--- src/acr_pkg.sv ---
// Package with register map, field layout and shared types
package acr_pkg;

    // ==========================================================
    // Register select codes (instruction bits 3:2)
    // ==========================================================
    localparam logic [1:0] SEL_GLOBAL   = 2'h0;
    localparam logic [1:0] SEL_TBL_LOW  = 2'h1;
    localparam logic [1:0] SEL_TBL_UP   = 2'h2;
    localparam logic [1:0] SEL_RAM      = 2'h3;

    // ==========================================================
    // Global control word fields
    // ==========================================================
    localparam int GC_HELD_HI   = 15;
    localparam int GC_HELD_LO   = 13;
    localparam int GC_CHOP_N    = 12;
    localparam int GC_QUIET     = 11;
    localparam int GC_LNF       = 10;
    localparam int GC_MAINS     = 9;
    localparam int GC_TWOS      = 8;
    localparam int GC_CNT_HI    = 7;
    localparam int GC_CNT_LO    = 5;
    localparam int GC_TWO_PT    = 4;
    localparam int GC_SLEEP     = 3;
    localparam int GC_BYTE_UP   = 2;
    localparam int GC_LSB_FIRST = 1;
    localparam int GC_THREE_W   = 0;
    localparam logic [15:0] GC_RESET   = 16'h0000;
    localparam logic [15:0] GC_WR_MASK = 16'h1fff;

    // ==========================================================
    // Channel byte fields
    // ==========================================================
    localparam int CB_PHYS_HI = 7;
    localparam int CB_PHYS_LO = 5;
    localparam int CB_BIPOLAR = 4;
    localparam int CB_OP_HI   = 3;
    localparam int CB_OP_LO   = 2;
    localparam int CB_GAIN_HI = 1;
    localparam int CB_GAIN_LO = 0;
    localparam logic [63:0] TBL_RESET = 64'h0;
    localparam logic [1:0]  OP_NORMAL = 2'h0;

    // ==========================================================
    // Scan timing
    // ==========================================================
    localparam int          CONV_NS     = 1000;
    localparam int          CLK_NS      = 50;
    localparam logic [7:0]  CONV_CYC    = 8'(CONV_NS / CLK_NS);
    localparam logic [2:0]  FILL_SCANS  = 3'h4;

    // Byte-wide register access from the serial engine
    typedef struct packed {
        logic       wr;
        logic [1:0] sel;
        logic [1:0] idx;
        logic [7:0] data;
    } acr_acc_t;

    // Settings presented to the analog and conversion path
    typedef struct packed {
        logic       chop_bypass;
        logic       lnf_on;
        logic       mains_50;
        logic       twos;
        logic       two_point;
        logic [2:0] phys;
        logic       bipolar;
        logic [1:0] op;
        logic [1:0] gain;
    } acr_conv_t;

    // Serial port format choices
    typedef struct packed {
        logic byte_up;
        logic lsb_first;
        logic three_wire;
    } acr_fmt_t;

    typedef enum logic [1:0] {
        SC_SLEEP = 2'b00,
        SC_CONV  = 2'b01,
        SC_DONE  = 2'b10
    } acr_scan_t;

endpackage : acr_pkg

--- src/acr_byte_lane.sv ---
// One channel byte of the table with calibration self-clear
`timescale 1ns/100ps
module acr_byte_lane (
    input  wire logic       clk,
    input  wire logic       rst_b,
    input  wire logic       wr,
    input  wire logic [7:0] wdata,
    input  wire logic       cal_done,
    output logic      [7:0] value
);
    typedef struct packed {
        logic [7:0] b;
    } acr_lane_t;

    acr_lane_t st_q;
    acr_lane_t st_d;

    always_comb begin
        st_d = st_q;
        if (cal_done) begin
            st_d.b[acr_pkg::CB_OP_HI:acr_pkg::CB_OP_LO] =
                acr_pkg::OP_NORMAL;
        end
        if (wr) begin
            st_d.b = wdata;
        end
    end

    always_ff @(posedge clk) begin
        if (!rst_b) begin
            st_q <= '0;
        end else begin
            st_q <= st_d;
        end
    end

    assign value = st_q.b;
endmodule : acr_byte_lane

--- src/acr_regs.sv ---
// Global control word, channel table and scan sequencer
// Summary of operation
// - Bit 12 low uses chopper path
// - Bit 11 hides scan-done during active cal
// - Bit 10 enables line-noise filtering
// - Bit 9 one picks 50Hz, zero 60Hz
// - Bit 8 selects twos complement for bipolar
// - Bits 7:5 plus one channels scanned
// - Bit 4 selects two-point calibration
// - Sleep stops scan, clears filters, scan-done
// - Leaving sleep restarts at channel one
// - First done after four or one scans
// - Bit 2 one ascending byte order
// - Bit 1 one sends LSB first
// - Bit 0 one selects three-wire
// - Table is two words, byte accessible
// - Upper word holds channels one to four
// - Table bytes writable while scanning
// - Byte bits 7:5 select physical input
// - Byte bit 4 one means bipolar
// - Byte bits 3:2 select operation
// - Calibration mode returns to normal itself
// - Byte bits 1:0 select gain
// - Instruction bits 3:2 select register
// - Scan-done low until result RAM read
`timescale 1ns/100ps
module acr_regs (
    input  wire logic             clk,
    input  wire logic             rst_b,
    input  acr_pkg::acr_acc_t     acc,
    input  wire logic             ram_read_done,
    output logic [7:0]            rd_data,
    output acr_pkg::acr_conv_t    conv,
    output acr_pkg::acr_fmt_t     fmt,
    output logic [2:0]            chan_ptr,
    output logic                  conv_start,
    output logic                  lnf_clear,
    output logic                  cal_active,
    output logic                  scan_done_n
);
    // ==========================================================
    // State
    // ==========================================================
    typedef struct packed {
        logic [15:0]        gcw;
        acr_pkg::acr_scan_t scan;
        logic [2:0]         ptr;
        logic [7:0]         cyc;
        logic [2:0]         fill;
        logic               cal_seen;
        logic [7:0]         slot;
        logic               done_n;
        logic [7:0]         rd;
        acr_pkg::acr_conv_t conv;
        acr_pkg::acr_fmt_t  fmt;
        logic               start;
        logic               lnf_clr;
        logic               cal_out;
    } acr_st_t;

    acr_st_t     st_q;
    acr_st_t     st_d;
    logic [63:0] table_w;
    logic [7:0]  lane_wr;
    logic [7:0]  lane_cal;
    logic [2:0]  cnt;
    logic        sleep;
    logic        last_slot;
    logic        conv_end;
    logic        any_cal;
    logic [2:0]  fill_need;

    assign cnt   = st_q.gcw[acr_pkg::GC_CNT_HI:acr_pkg::GC_CNT_LO];
    assign sleep = st_q.gcw[acr_pkg::GC_SLEEP];
    assign conv_end  = (st_q.scan == acr_pkg::SC_CONV) &&
                       (st_q.cyc == acr_pkg::CONV_CYC - 8'h01);
    assign last_slot = (st_q.ptr == cnt);

    // ==========================================================
    // Channel table lanes
    // ==========================================================
    // Lane i holds logical channel i+1, upper word first
    genvar gi;
    generate
        for (gi = 0; gi < 8; gi++) begin : g_lane
            localparam logic [1:0] SEL =
                (gi < 4) ? acr_pkg::SEL_TBL_UP : acr_pkg::SEL_TBL_LOW;
            localparam logic [1:0] IDX = 2'(3 - (gi % 4));
            assign lane_wr[gi] = acc.wr && acc.sel == SEL &&
                                 acc.idx == IDX;
            assign lane_cal[gi] = conv_end &&
                                  st_q.ptr == 3'(gi) &&
                                  st_q.conv.op != acr_pkg::OP_NORMAL;
            acr_byte_lane u_lane (
                .clk      (clk),
                .rst_b    (rst_b),
                .wr       (lane_wr[gi]),
                .wdata    (acc.data),
                .cal_done (lane_cal[gi]),
                .value    (table_w[63 - 8*gi -: 8])
            );
        end
    endgenerate

    // Calibration mode on any active channel
    always_comb begin
        any_cal = 1'b0;
        for (int i = 0; i < 8; i++) begin
            if (3'(i) <= cnt &&
                table_w[63 - 8*i - 4 -: 2] != acr_pkg::OP_NORMAL) begin
                any_cal = 1'b1;
            end
        end
    end

    assign fill_need = st_q.gcw[acr_pkg::GC_LNF] ?
                       acr_pkg::FILL_SCANS : 3'h1;

    // ==========================================================
    // Next state
    // ==========================================================
    always_comb begin
        st_d         = st_q;
        st_d.start   = 1'b0;
        st_d.lnf_clr = 1'b0;

        // Register writes; instruction bits 3:2 pick the target
        if (acc.wr && acc.sel == acr_pkg::SEL_GLOBAL) begin
            if (acc.idx == 2'h0) begin
                st_d.gcw[7:0] = acc.data;
            end else if (acc.idx == 2'h1) begin
                st_d.gcw[15:8] = acc.data &
                                 acr_pkg::GC_WR_MASK[15:8];
            end
        end

        // Readback
        st_d.rd = 8'h00;
        if (acc.sel == acr_pkg::SEL_GLOBAL) begin
            if (acc.idx == 2'h0) begin
                st_d.rd = st_q.gcw[7:0];
            end else if (acc.idx == 2'h1) begin
                st_d.rd = st_q.gcw[15:8];
            end
        end else if (acc.sel == acr_pkg::SEL_TBL_UP) begin
            st_d.rd = table_w[63 - 8*(3 - acc.idx) -: 8];
        end else if (acc.sel == acr_pkg::SEL_TBL_LOW) begin
            st_d.rd = table_w[31 - 8*(3 - acc.idx) -: 8];
        end

        // Global settings to the conversion and serial paths
        st_d.conv.chop_bypass = st_q.gcw[acr_pkg::GC_CHOP_N];
        st_d.conv.lnf_on      = st_q.gcw[acr_pkg::GC_LNF];
        st_d.conv.mains_50    = st_q.gcw[acr_pkg::GC_MAINS];
        st_d.conv.two_point   = st_q.gcw[acr_pkg::GC_TWO_PT];
        st_d.fmt.byte_up      = st_q.gcw[acr_pkg::GC_BYTE_UP];
        st_d.fmt.lsb_first    = st_q.gcw[acr_pkg::GC_LSB_FIRST];
        st_d.fmt.three_wire   = st_q.gcw[acr_pkg::GC_THREE_W];
        st_d.cal_out          = any_cal && !sleep;

        if (ram_read_done) begin
            st_d.done_n = 1'b1;
        end

        case (st_q.scan)
            acr_pkg::SC_SLEEP: begin
                if (!sleep) begin
                    st_d.scan     = acr_pkg::SC_CONV;
                    st_d.ptr      = 3'h0;
                    st_d.cyc      = 8'h00;
                    st_d.fill     = 3'h0;
                    st_d.cal_seen = 1'b0;
                    st_d.slot     = table_w[63:56];
                    st_d.start    = 1'b1;
                end
            end
            acr_pkg::SC_CONV: begin
                st_d.cyc = st_q.cyc + 8'h01;
                if (conv_end) begin
                    st_d.cyc = 8'h00;
                    if (st_q.conv.op != acr_pkg::OP_NORMAL) begin
                        st_d.cal_seen = 1'b1;
                    end
                    if (last_slot) begin
                        st_d.ptr = 3'h0;
                        if (st_q.fill < fill_need) begin
                            st_d.fill = st_q.fill + 3'h1;
                        end
                        st_d.scan = acr_pkg::SC_DONE;
                    end else begin
                        st_d.ptr = st_q.ptr + 3'h1;
                    end
                    // Byte is latched only at slot start
                    st_d.slot  = table_w[63 - 8*st_d.ptr -: 8];
                    // Take the lane's next value: a write or a cal clear
                    // landing on this edge must not be missed
                    if (lane_wr[st_d.ptr]) begin
                        st_d.slot = acc.data;
                    end else if (lane_cal[st_d.ptr]) begin
                        st_d.slot[acr_pkg::CB_OP_HI:acr_pkg::CB_OP_LO] =
                            acr_pkg::OP_NORMAL;
                    end
                    st_d.start = 1'b1;
                end
            end
            acr_pkg::SC_DONE: begin
                // Scan boundary: decide whether to report
                st_d.scan = acr_pkg::SC_CONV;
                st_d.cal_seen = 1'b0;
                if (st_q.fill >= fill_need &&
                    !(st_q.gcw[acr_pkg::GC_QUIET] &&
                      (st_q.cal_seen || any_cal))) begin
                    st_d.done_n = 1'b0;
                end
            end
            default: begin
                st_d.scan = acr_pkg::SC_SLEEP;
            end
        endcase

        st_d.conv.phys    = st_d.slot[acr_pkg::CB_PHYS_HI:
                                      acr_pkg::CB_PHYS_LO];
        st_d.conv.bipolar = st_d.slot[acr_pkg::CB_BIPOLAR];
        st_d.conv.twos    = st_q.gcw[acr_pkg::GC_TWOS] &
                            st_d.conv.bipolar;
        st_d.conv.op      = st_d.slot[acr_pkg::CB_OP_HI:
                                      acr_pkg::CB_OP_LO];
        st_d.conv.gain    = st_d.slot[acr_pkg::CB_GAIN_HI:
                                      acr_pkg::CB_GAIN_LO];

        // Sleep overrides everything in the scan path
        if (sleep) begin
            st_d.scan    = acr_pkg::SC_SLEEP;
            st_d.ptr     = 3'h0;
            st_d.cyc     = 8'h00;
            st_d.fill    = 3'h0;
            st_d.done_n  = 1'b1;
            st_d.start   = 1'b0;
            st_d.lnf_clr = 1'b1;
        end
    end

    always_ff @(posedge clk) begin
        if (!rst_b) begin
            st_q        <= '0;
            st_q.gcw    <= acr_pkg::GC_RESET;
            st_q.scan   <= acr_pkg::SC_SLEEP;
            st_q.done_n <= 1'b1;
        end else begin
            st_q <= st_d;
        end
    end

    assign rd_data     = st_q.rd;
    assign conv        = st_q.conv;
    assign fmt         = st_q.fmt;
    assign chan_ptr    = st_q.ptr;
    assign conv_start  = st_q.start;
    assign lnf_clear   = st_q.lnf_clr;
    assign cal_active  = st_q.cal_out;
    assign scan_done_n = st_q.done_n;

    // ==========================================================
    // Assertions
    // ==========================================================
    property p_held_zero;
        @(posedge clk) disable iff (!rst_b)
        st_q.gcw[15:13] == 3'h0;
    endproperty
    a_held_zero: assert property (p_held_zero)
        else $error("Held bits of control word not zero");

    property p_chop;
        @(posedge clk) disable iff (!rst_b)
        ##1 conv.chop_bypass == $past(st_q.gcw[acr_pkg::GC_CHOP_N]);
    endproperty
    a_chop: assert property (p_chop)
        else $error("Chop output does not follow bit 12");

    property p_sleep_stops;
        @(posedge clk) disable iff (!rst_b)
        sleep |=> scan_done_n && chan_ptr == 3'h0 && lnf_clear
                  && !conv_start;
    endproperty
    a_sleep_stops: assert property (p_sleep_stops)
        else $error("Sleep did not halt scan");

    property p_wake;
        @(posedge clk) disable iff (!rst_b)
        $fell(sleep) |=> conv_start && chan_ptr == 3'h0;
    endproperty
    a_wake: assert property (p_wake)
        else $error("Wake did not restart at channel one");

    property p_quiet;
        @(posedge clk) disable iff (!rst_b)
        (st_q.scan == acr_pkg::SC_DONE && st_q.gcw[acr_pkg::GC_QUIET]
         && (any_cal || st_q.cal_seen) && !sleep && !ram_read_done)
        |=> $stable(scan_done_n);
    endproperty
    a_quiet: assert property (p_quiet)
        else $error("Scan-done raised during calibration");

    property p_fill;
        @(posedge clk) disable iff (!rst_b)
        $fell(scan_done_n) |-> $past(st_q.fill) >= $past(fill_need);
    endproperty
    a_fill: assert property (p_fill)
        else $error("Scan-done before filters filled");

    property p_cal_clear;
        @(posedge clk) disable iff (!rst_b)
        lane_cal[0] && !lane_wr[0] |=> table_w[59:58] == 2'h0;
    endproperty
    a_cal_clear: assert property (p_cal_clear)
        else $error("Calibration mode not cleared");

    property p_ram_read;
        @(posedge clk) disable iff (!rst_b)
        ram_read_done && st_q.scan != acr_pkg::SC_DONE |=> scan_done_n;
    endproperty
    a_ram_read: assert property (p_ram_read)
        else $error("Scan-done not released after read");

    property p_lsb;
        @(posedge clk) disable iff (!rst_b)
        ##1 fmt.lsb_first == $past(st_q.gcw[acr_pkg::GC_LSB_FIRST]);
    endproperty
    a_lsb: assert property (p_lsb)
        else $error("Bit order does not follow bit 1");

    property p_slot_hold;
        @(posedge clk) disable iff (!rst_b)
        !conv_start && !lnf_clear |-> $stable(conv.gain);
    endproperty
    a_slot_hold: assert property (p_slot_hold)
        else $error("Channel settings changed mid conversion");

    c_wake: cover property (@(posedge clk) disable iff (!rst_b)
        $fell(sleep));
    c_done: cover property (@(posedge clk) disable iff (!rst_b)
        $fell(scan_done_n));
    c_cal: cover property (@(posedge clk) disable iff (!rst_b)
        |lane_cal);
endmodule : acr_regs

--- config.mk ---
export PLATFORM = sky130hd
export DESIGN_NAME = acr_regs
export DESIGN_NICKNAME = d
export VERILOG_FILES = /design/src/acr_pkg.sv /design/src/acr_byte_lane.sv /design/src/acr_regs.sv
export SDC_FILE = /design/constraint.sdc
export NUM_CORES = 1
export LEC_CHECK = 0
export ABC_AREA = 1
export BUFFER_PORTS_ARGS = -buffer_cell sky130_fd_sc_hd__buf_4
export CELL_PAD_IN_SITES_DETAIL_PLACEMENT = 1
export CELL_PAD_IN_SITES_GLOBAL_PLACEMENT = 1
export CORE_MARGIN = 2
export CORE_UTILIZATION = 45
export DETAILED_ROUTE_END_ITERATION = 8
export PLACE_DENSITY_LB_ADDON = 0.1
export SLEW_MARGIN = 40
export SYNTH_ARGS = -nofsm -noshare
export SYNTH_HDL_FRONTEND = slang
export SYNTH_HIERARCHICAL = 1
export SYNTH_SLANG_ARGS = --single-unit
--- constraint.sdc ---
create_clock -name clk -period 3.4 [get_ports clk]
set_clock_uncertainty 0.1 [all_clocks]
set_input_delay 0.17 -clock clk [delete_from_list [all_inputs] [get_ports clk]]
set_output_delay 0.17 -clock clk [all_outputs]
set_load 0.02 [all_outputs]
Word-level counts from Yosys, hierarchy flattened
Cells that the tools add are included.

Register bits after elaboration: 130. Input port bits: 16. Output and inout bits: 31. Word-level logic and storage cells: 216.

Add/sub/neg operators: 7. Order comparisons: 11. Eq/ne operators: 21. Shifts and indexed selects: 3. Mux-type cells: 57. Bitwise gates (word level): 3. Reduce and logical (&&, ||, !) cells: 73.

Operator list (count): variable part select 71 x 33 -> 8 bit (3); two-way mux 25 bit (2); logical AND 1 bit (39); two-way mux 4 bit (9); nonzero test 2 bit (18); two-way mux 8 bit (4); subtractor 6 x 32 -> 32 bit, first input constant (1); case mux 14 bit (2 select lines) (1); two-way mux 2 bit (12); two-way mux 3 bit (6); two-way mux 1 bit (16); case mux 8 bit (2 select lines) (1); subtractor 6 x 6 -> 7 bit, first input constant (2); == test 3 bit, second input constant (4); less-or-equal comparator 3 bit, first input constant (4); AND reduction 3 bit (3); adder 8 x 1 -> 8 bit, second input constant (1); == test 2 bit, second input constant (4); == test 8 x 5 -> 1 bit, second input constant (1); adder 3 x 1 -> 3 bit, second input constant (2); binary-select mux 1 bit (select 3 bit) (2); == test 2 x 1 -> 1 bit, second input constant (3); == test 3 x 2 -> 1 bit, second input constant (2); less-or-equal comparator 1 x 3 -> 1 bit, first input constant (2); 24 further kinds (33).

Depth between registers and ports, before layout
Word-level depth: 16. Gate-level depth with buffers: 19. Gate-level depth less buffers: 17.

Cells and area by module
The synthesis kept the hierarchy.

By module, submodules not included: acr_regs (instances 1, cells each 705, area each 4509.3 µm², sequential area each 1161.1 µm²); acr_byte_lane (instances 8, cells each 36, area each 290.3 µm², sequential area each 160.2 µm²).

Worst setup path before layout
Ideal clock, no wire load.

Path kind: reg-to-reg. Start point: register st_q (netlist bit chan_ptr[0]). End point: register (tool-made name). Library setup time: 0.123 ns. Arrival time: 2.110 ns. Data required time: 3.177 ns. Setup slack: 1.067 ns. Cell stages (with the launch flop): 15. Buffers on the path: 4. Clock period less this slack: 2.333 ns. Cell sequence: dfxtp_1 buf_6 inv_4 buf_2 clkbuf_1 ha_1 nand2_4 clkbuf_1 nand3_1 nand3_1 nand2_1 nand2_1 nand2_1 nand2_1 a21oi_1.

RTL lines: start, declared (RTL line acr_regs.sv:61) `acr_st_t st_q;`; start signal, assigned (RTL line acr_regs.sv:250) `st_q <= st_d;`.

Worst setup path in the final report
Start point: register st_q (netlist bit chan_ptr[0]). End point: register st_q[32] (netlist name).

Longest elaborated chain between the ends: 9. Elaborated cells between the ends (all ways): 12. Classes of those cells: add/sub (2); eq/ne (1); shift (1); mux (8).

RTL lines: adder 3 x 1 -> 3 bit / == test 3 bit (equally long branches) (RTL line acr_regs.sv:191, acr_regs.sv:77); two-way mux 3 bit * (RTL line acr_regs.sv:184) `if (last_slot) begin`; two-way mux 3 bit * (RTL line acr_regs.sv:179) `if (conv_end) begin`; two-way mux 3 bit * (RTL line acr_regs.sv:165) `case (st_q.scan)`; subtractor 6 x 6 -> 7 bit / binary-select mux 1 bit (select 3 bit) (equally long branches) (RTL line acr_regs.sv:194, acr_regs.sv:197); variable part select 71 x 33 -> 8 bit / two-way mux 1 bit (equally long branches) (RTL line acr_regs.sv:194, acr_regs.sv:197); two-way mux 4 bit * (RTL line acr_regs.sv:197) `if (lane_wr[st_d.ptr]) begin`; two-way mux 25 bit * (RTL line acr_regs.sv:179); case mux 8 bit (2 select lines) * (RTL line acr_regs.sv:165).

Mark *: on every way between the ends. The rest lies on a longest branch, timed or not. The select of a mux whose other input is x is not followed. A chain may end at the register's enable or synchronous reset.

==> flow_metrics.tcl <==
set metrics [dict create \
    post-synth-top-count-cell "nand2_1" \
    timing.fmax_mhz 347 \
    internal-power_mw 2.70 \
    leakage_power_nw 3.43 \
    synthArstFlopShare 0 \
    critPathArrivalTime_ns 3.10 \
    worst_r2r_startpoint "chan_ptr[0]$_SDFFE_PP0P_" \
    status "complete, no violations" \
    wl_per_cell_um 19.0 \
    initial_core_util 0.454 \
    combinationalPowerShare 0.085 \
    place_congestion 0.928 \
    layout.core_utilization 0.511 \
    final_cycle_utilization_of_the_critical_path 0.847 \
    dieHeight_um 127 \
    power.share.sequential 0.408 \
    ys_top_cells_by_count "nand2_1, nor2_1, dfxtp_1" \
    cts_root_buf "clkbuf_16" \
    cts_clk_pin_slew_worst_paths_ns 0.06 \
    synth-seq-cells 122 \
    grt_pass1_vias 6542 \
    finalSetupTns_ns 0 \
    area_share_of_the_largest_cell_type_after_synthesis 0.358 \
    final_period_minus_worst_setup_slack_ns 2.88 \
    power.density_cell_area_nw_per_um2 473 \
    clockBufferDepth 2 \
    dp_hpwl_um 16700 \
    worstSetupEndpointType "flop" \
    tot_gr_track_use 0.291 \
    ys_types 44 \
    leading_area_contributor_after_synthesis "dfxtp_1" \
    timing_worst_setup_path_type "flop to flop" \
    vias 6632 \
    postCtsResizedCells 0 \
    drt_wl_total_um 23100 \
    tritoncts "done" \
    placementRows 45 \
    cap_violations 0 \
    dp_worst_setup_slack_ns 0.579 \
    syn_area_per_cell_sq_um 6.88 \
    power_frac_clock 0.507 \
    worst_slack_ns 0.521 \
    detailedRoute.firstIterationViolations 529 \
    worstSetupStartpoint "chan_ptr[0]$_SDFFE_PP0P_" \
    timing.critical_path.from_type "flop" \
    cts_hold_buffers 4 \
    layout.nets 1037 \
    cts.repair_timing.setup_buffer_count 0 \
    synth_seq_area_share 0.358 \
    synth_edf_count 0 \
    global_route_wire_length_before_repair_um 36100 \
    worst_ir_drop_vdd_mv 0.325 \
    n_antenna_cell 0 \
    buffer_ports.inserted 46 \
    fin_hold_ws_ns 0.0215 \
    swShare 0.256 \
    drv_slew 0 \
    flow.area_growth_from_synthesis_pct 12.3 \
    crit_required_ns 3.62 \
    worstMarginPinSlew_ns 0.816 \
    finalSetupViolCount 0 \
    drive_gt1_frac 0.127 \
    cts.sinks 122 \
    net-switching-power_mw 0.930 \
    syn-cell-area_sq_um 6830 \
    drc 0 \
    core_sq_um 15000 \
    globalRouteOverflowTotal 0 \
    post_drt_via_cell_ratio 5.47 \
    h-tree-depth 4 \
    max_slew_margin 0.456 \
    synth_cells 993 \
    synth.top_cells.by_area "dfxtp_1, nand2_1, nor2_1" \
    placed_area_sq_um 7030 \
    rsz0062_at_grt "false" \
    die_area_sq_um 16200 \
    clock_latency_ns 0.43 \
    grt_start_max_net_pins 88 \
    cts_inserted_buffers 17 \
    class_of_the_most_critical_hold_timing_path "input pin to flop" \
    ys_warn_count 6 \
    ys_dominant_reg_cell "dfxtp_1" \
    report.final.hold_viol_count 0 \
    hold_start "acc[6]" \
    antenna_left 0 \
    antenna_violations_before_repair 0 \
    critical_path_peak_fanout 24 \
    area_of_all_placed_cells_without_fillers_sq_um 7670 \
    dr.pass1.iters 5 \
    design.portCount 47 \
    dieWidth_um 127 \
    synth_fp_nets 1019 \
]
==> cells by family after synthesis <==
| group | synth area share |
|---|---|
| XOR/XNOR | 0.00385 |
| flip-flops | 0.358 |
| AO/OA/AOI/OAI | 0.200 |
| adder cells (fa/ha/maj) | 0.0183 |
| buffers and inverters | 0.136 |
| AND/OR/NAND/NOR | 0.284 |
==> per-layer routing <==
| metal | vias to the layer above | GRT usage | share of wire |
|---|---|---|---|
| met2 | 160 | 0.486 | 0.48 |
| met1 | 3163 | 0.384 | 0.46 |
| li1 | 3277 | - | - |
| met4 | 0 | 0.0989 | 0.022 |
| met5 | - | 0 | 0 |
| met3 | 32 | 0.0477 | 0.040 |
==> power groups by stage <==
stage	Clock [mW]	Sequential (mW)	Combinational, mW
after floorplan	0	1.50	0.191
after global placement	0	1.51	0.297
after detailed placement	0	1.51	0.301
after CTS	1.86	1.48	0.308
after global routing	1.92	1.48	0.341
final	1.84	1.48	0.309
==> registers in the layout, summed over array words and instances, names as in the netlist, 3 cells and up, named ones only <==
| name | count |
|---|---|
| conv | 5 |
| st_d | 7 |
| st_q | 17 |
| cnt | 3 |
| fmt | 3 |
| g_lane.u_lane/value | 64 |
| rd_data | 8 |
| chan_ptr | 3 |
==> per-stage QoR <==
step                total power [mW]  cells
floorplan                       1.69    993
global placement                1.81   1176
detailed placement              1.81   1176
CTS                             3.65   1212
global route                    3.74   1212
finish                          3.63   1212
==> worst paths after layout <==
path         cells after the start                                      to  slack (ns)
min reg2reg                      2                       fmt[1]$_SDFF_PN0_        0.33
max reg2reg                     15                     st_q[32]$_SDFF_PN0_        0.52
max                             15                     st_q[32]$_SDFF_PN0_        0.52
min                              3  g_lane[4].u_lane/value[6]$_SDFFE_PN0P_        0.02
==> worst max-delay path, cell delays in order (launching register included) <==
cell	delay, ns
dfxtp_1	0.62
inv_4	0.22
nand2_1	0.12
nand2_1	0.09
nand3_4	0.18
nand2_4	0.21
inv_2	0.33
nand3_1	0.20
nand3_4	0.17
nand2_4	0.10
nand2_1	0.08
nand3_1	0.09
nand2_1	0.08
nand2_1	0.05
nand2_1	0.09
inv_1	0.04
==> cells in the final DEF, fill, tap and decap left out, types with 4 or more instances in the layout <==
master | synthesis | routed
dfxtp_1 | 122 | 122
clkbuf_8 | 0 | 4
nor2_4 | 10 | 10
nand3_1 | 64 | 64
nor3_1 | 8 | 8
nand2_4 | 4 | 4
nand2_1 | 204 | 204
ha_1 | 10 | 10
o2bb2ai_1 | 11 | 11
o21ai_0 | 96 | 96
nor2_2 | 4 | 5
inv_1 | 110 | 110
a221oi_1 | 6 | 6
inv_2 | 11 | 11
o211ai_1 | 20 | 20
a22oi_1 | 14 | 14
buf_4 | 31 | 56
clkbuf_16 | 0 | 17
clkinv_1 | 4 | 4
nor2_1 | 137 | 136
o21ai_1 | 7 | 7
dlygate4sd3_1 | 0 | 4
a21oi_1 | 50 | 50
o22ai_1 | 7 | 7
==> layout make-up <==
class,instances,area [sq um]
Tap cell,188,235
Fill cell,1994,7360
Clock inverter,10,116
Clock buffer,22,484
Inverter,126,475
Timing Repair Buffer,60,460
Sequential cell,122,2440
Multi-Input combinational cell,684,3460
No activity file was read; power rests on OpenSTA's default activity.
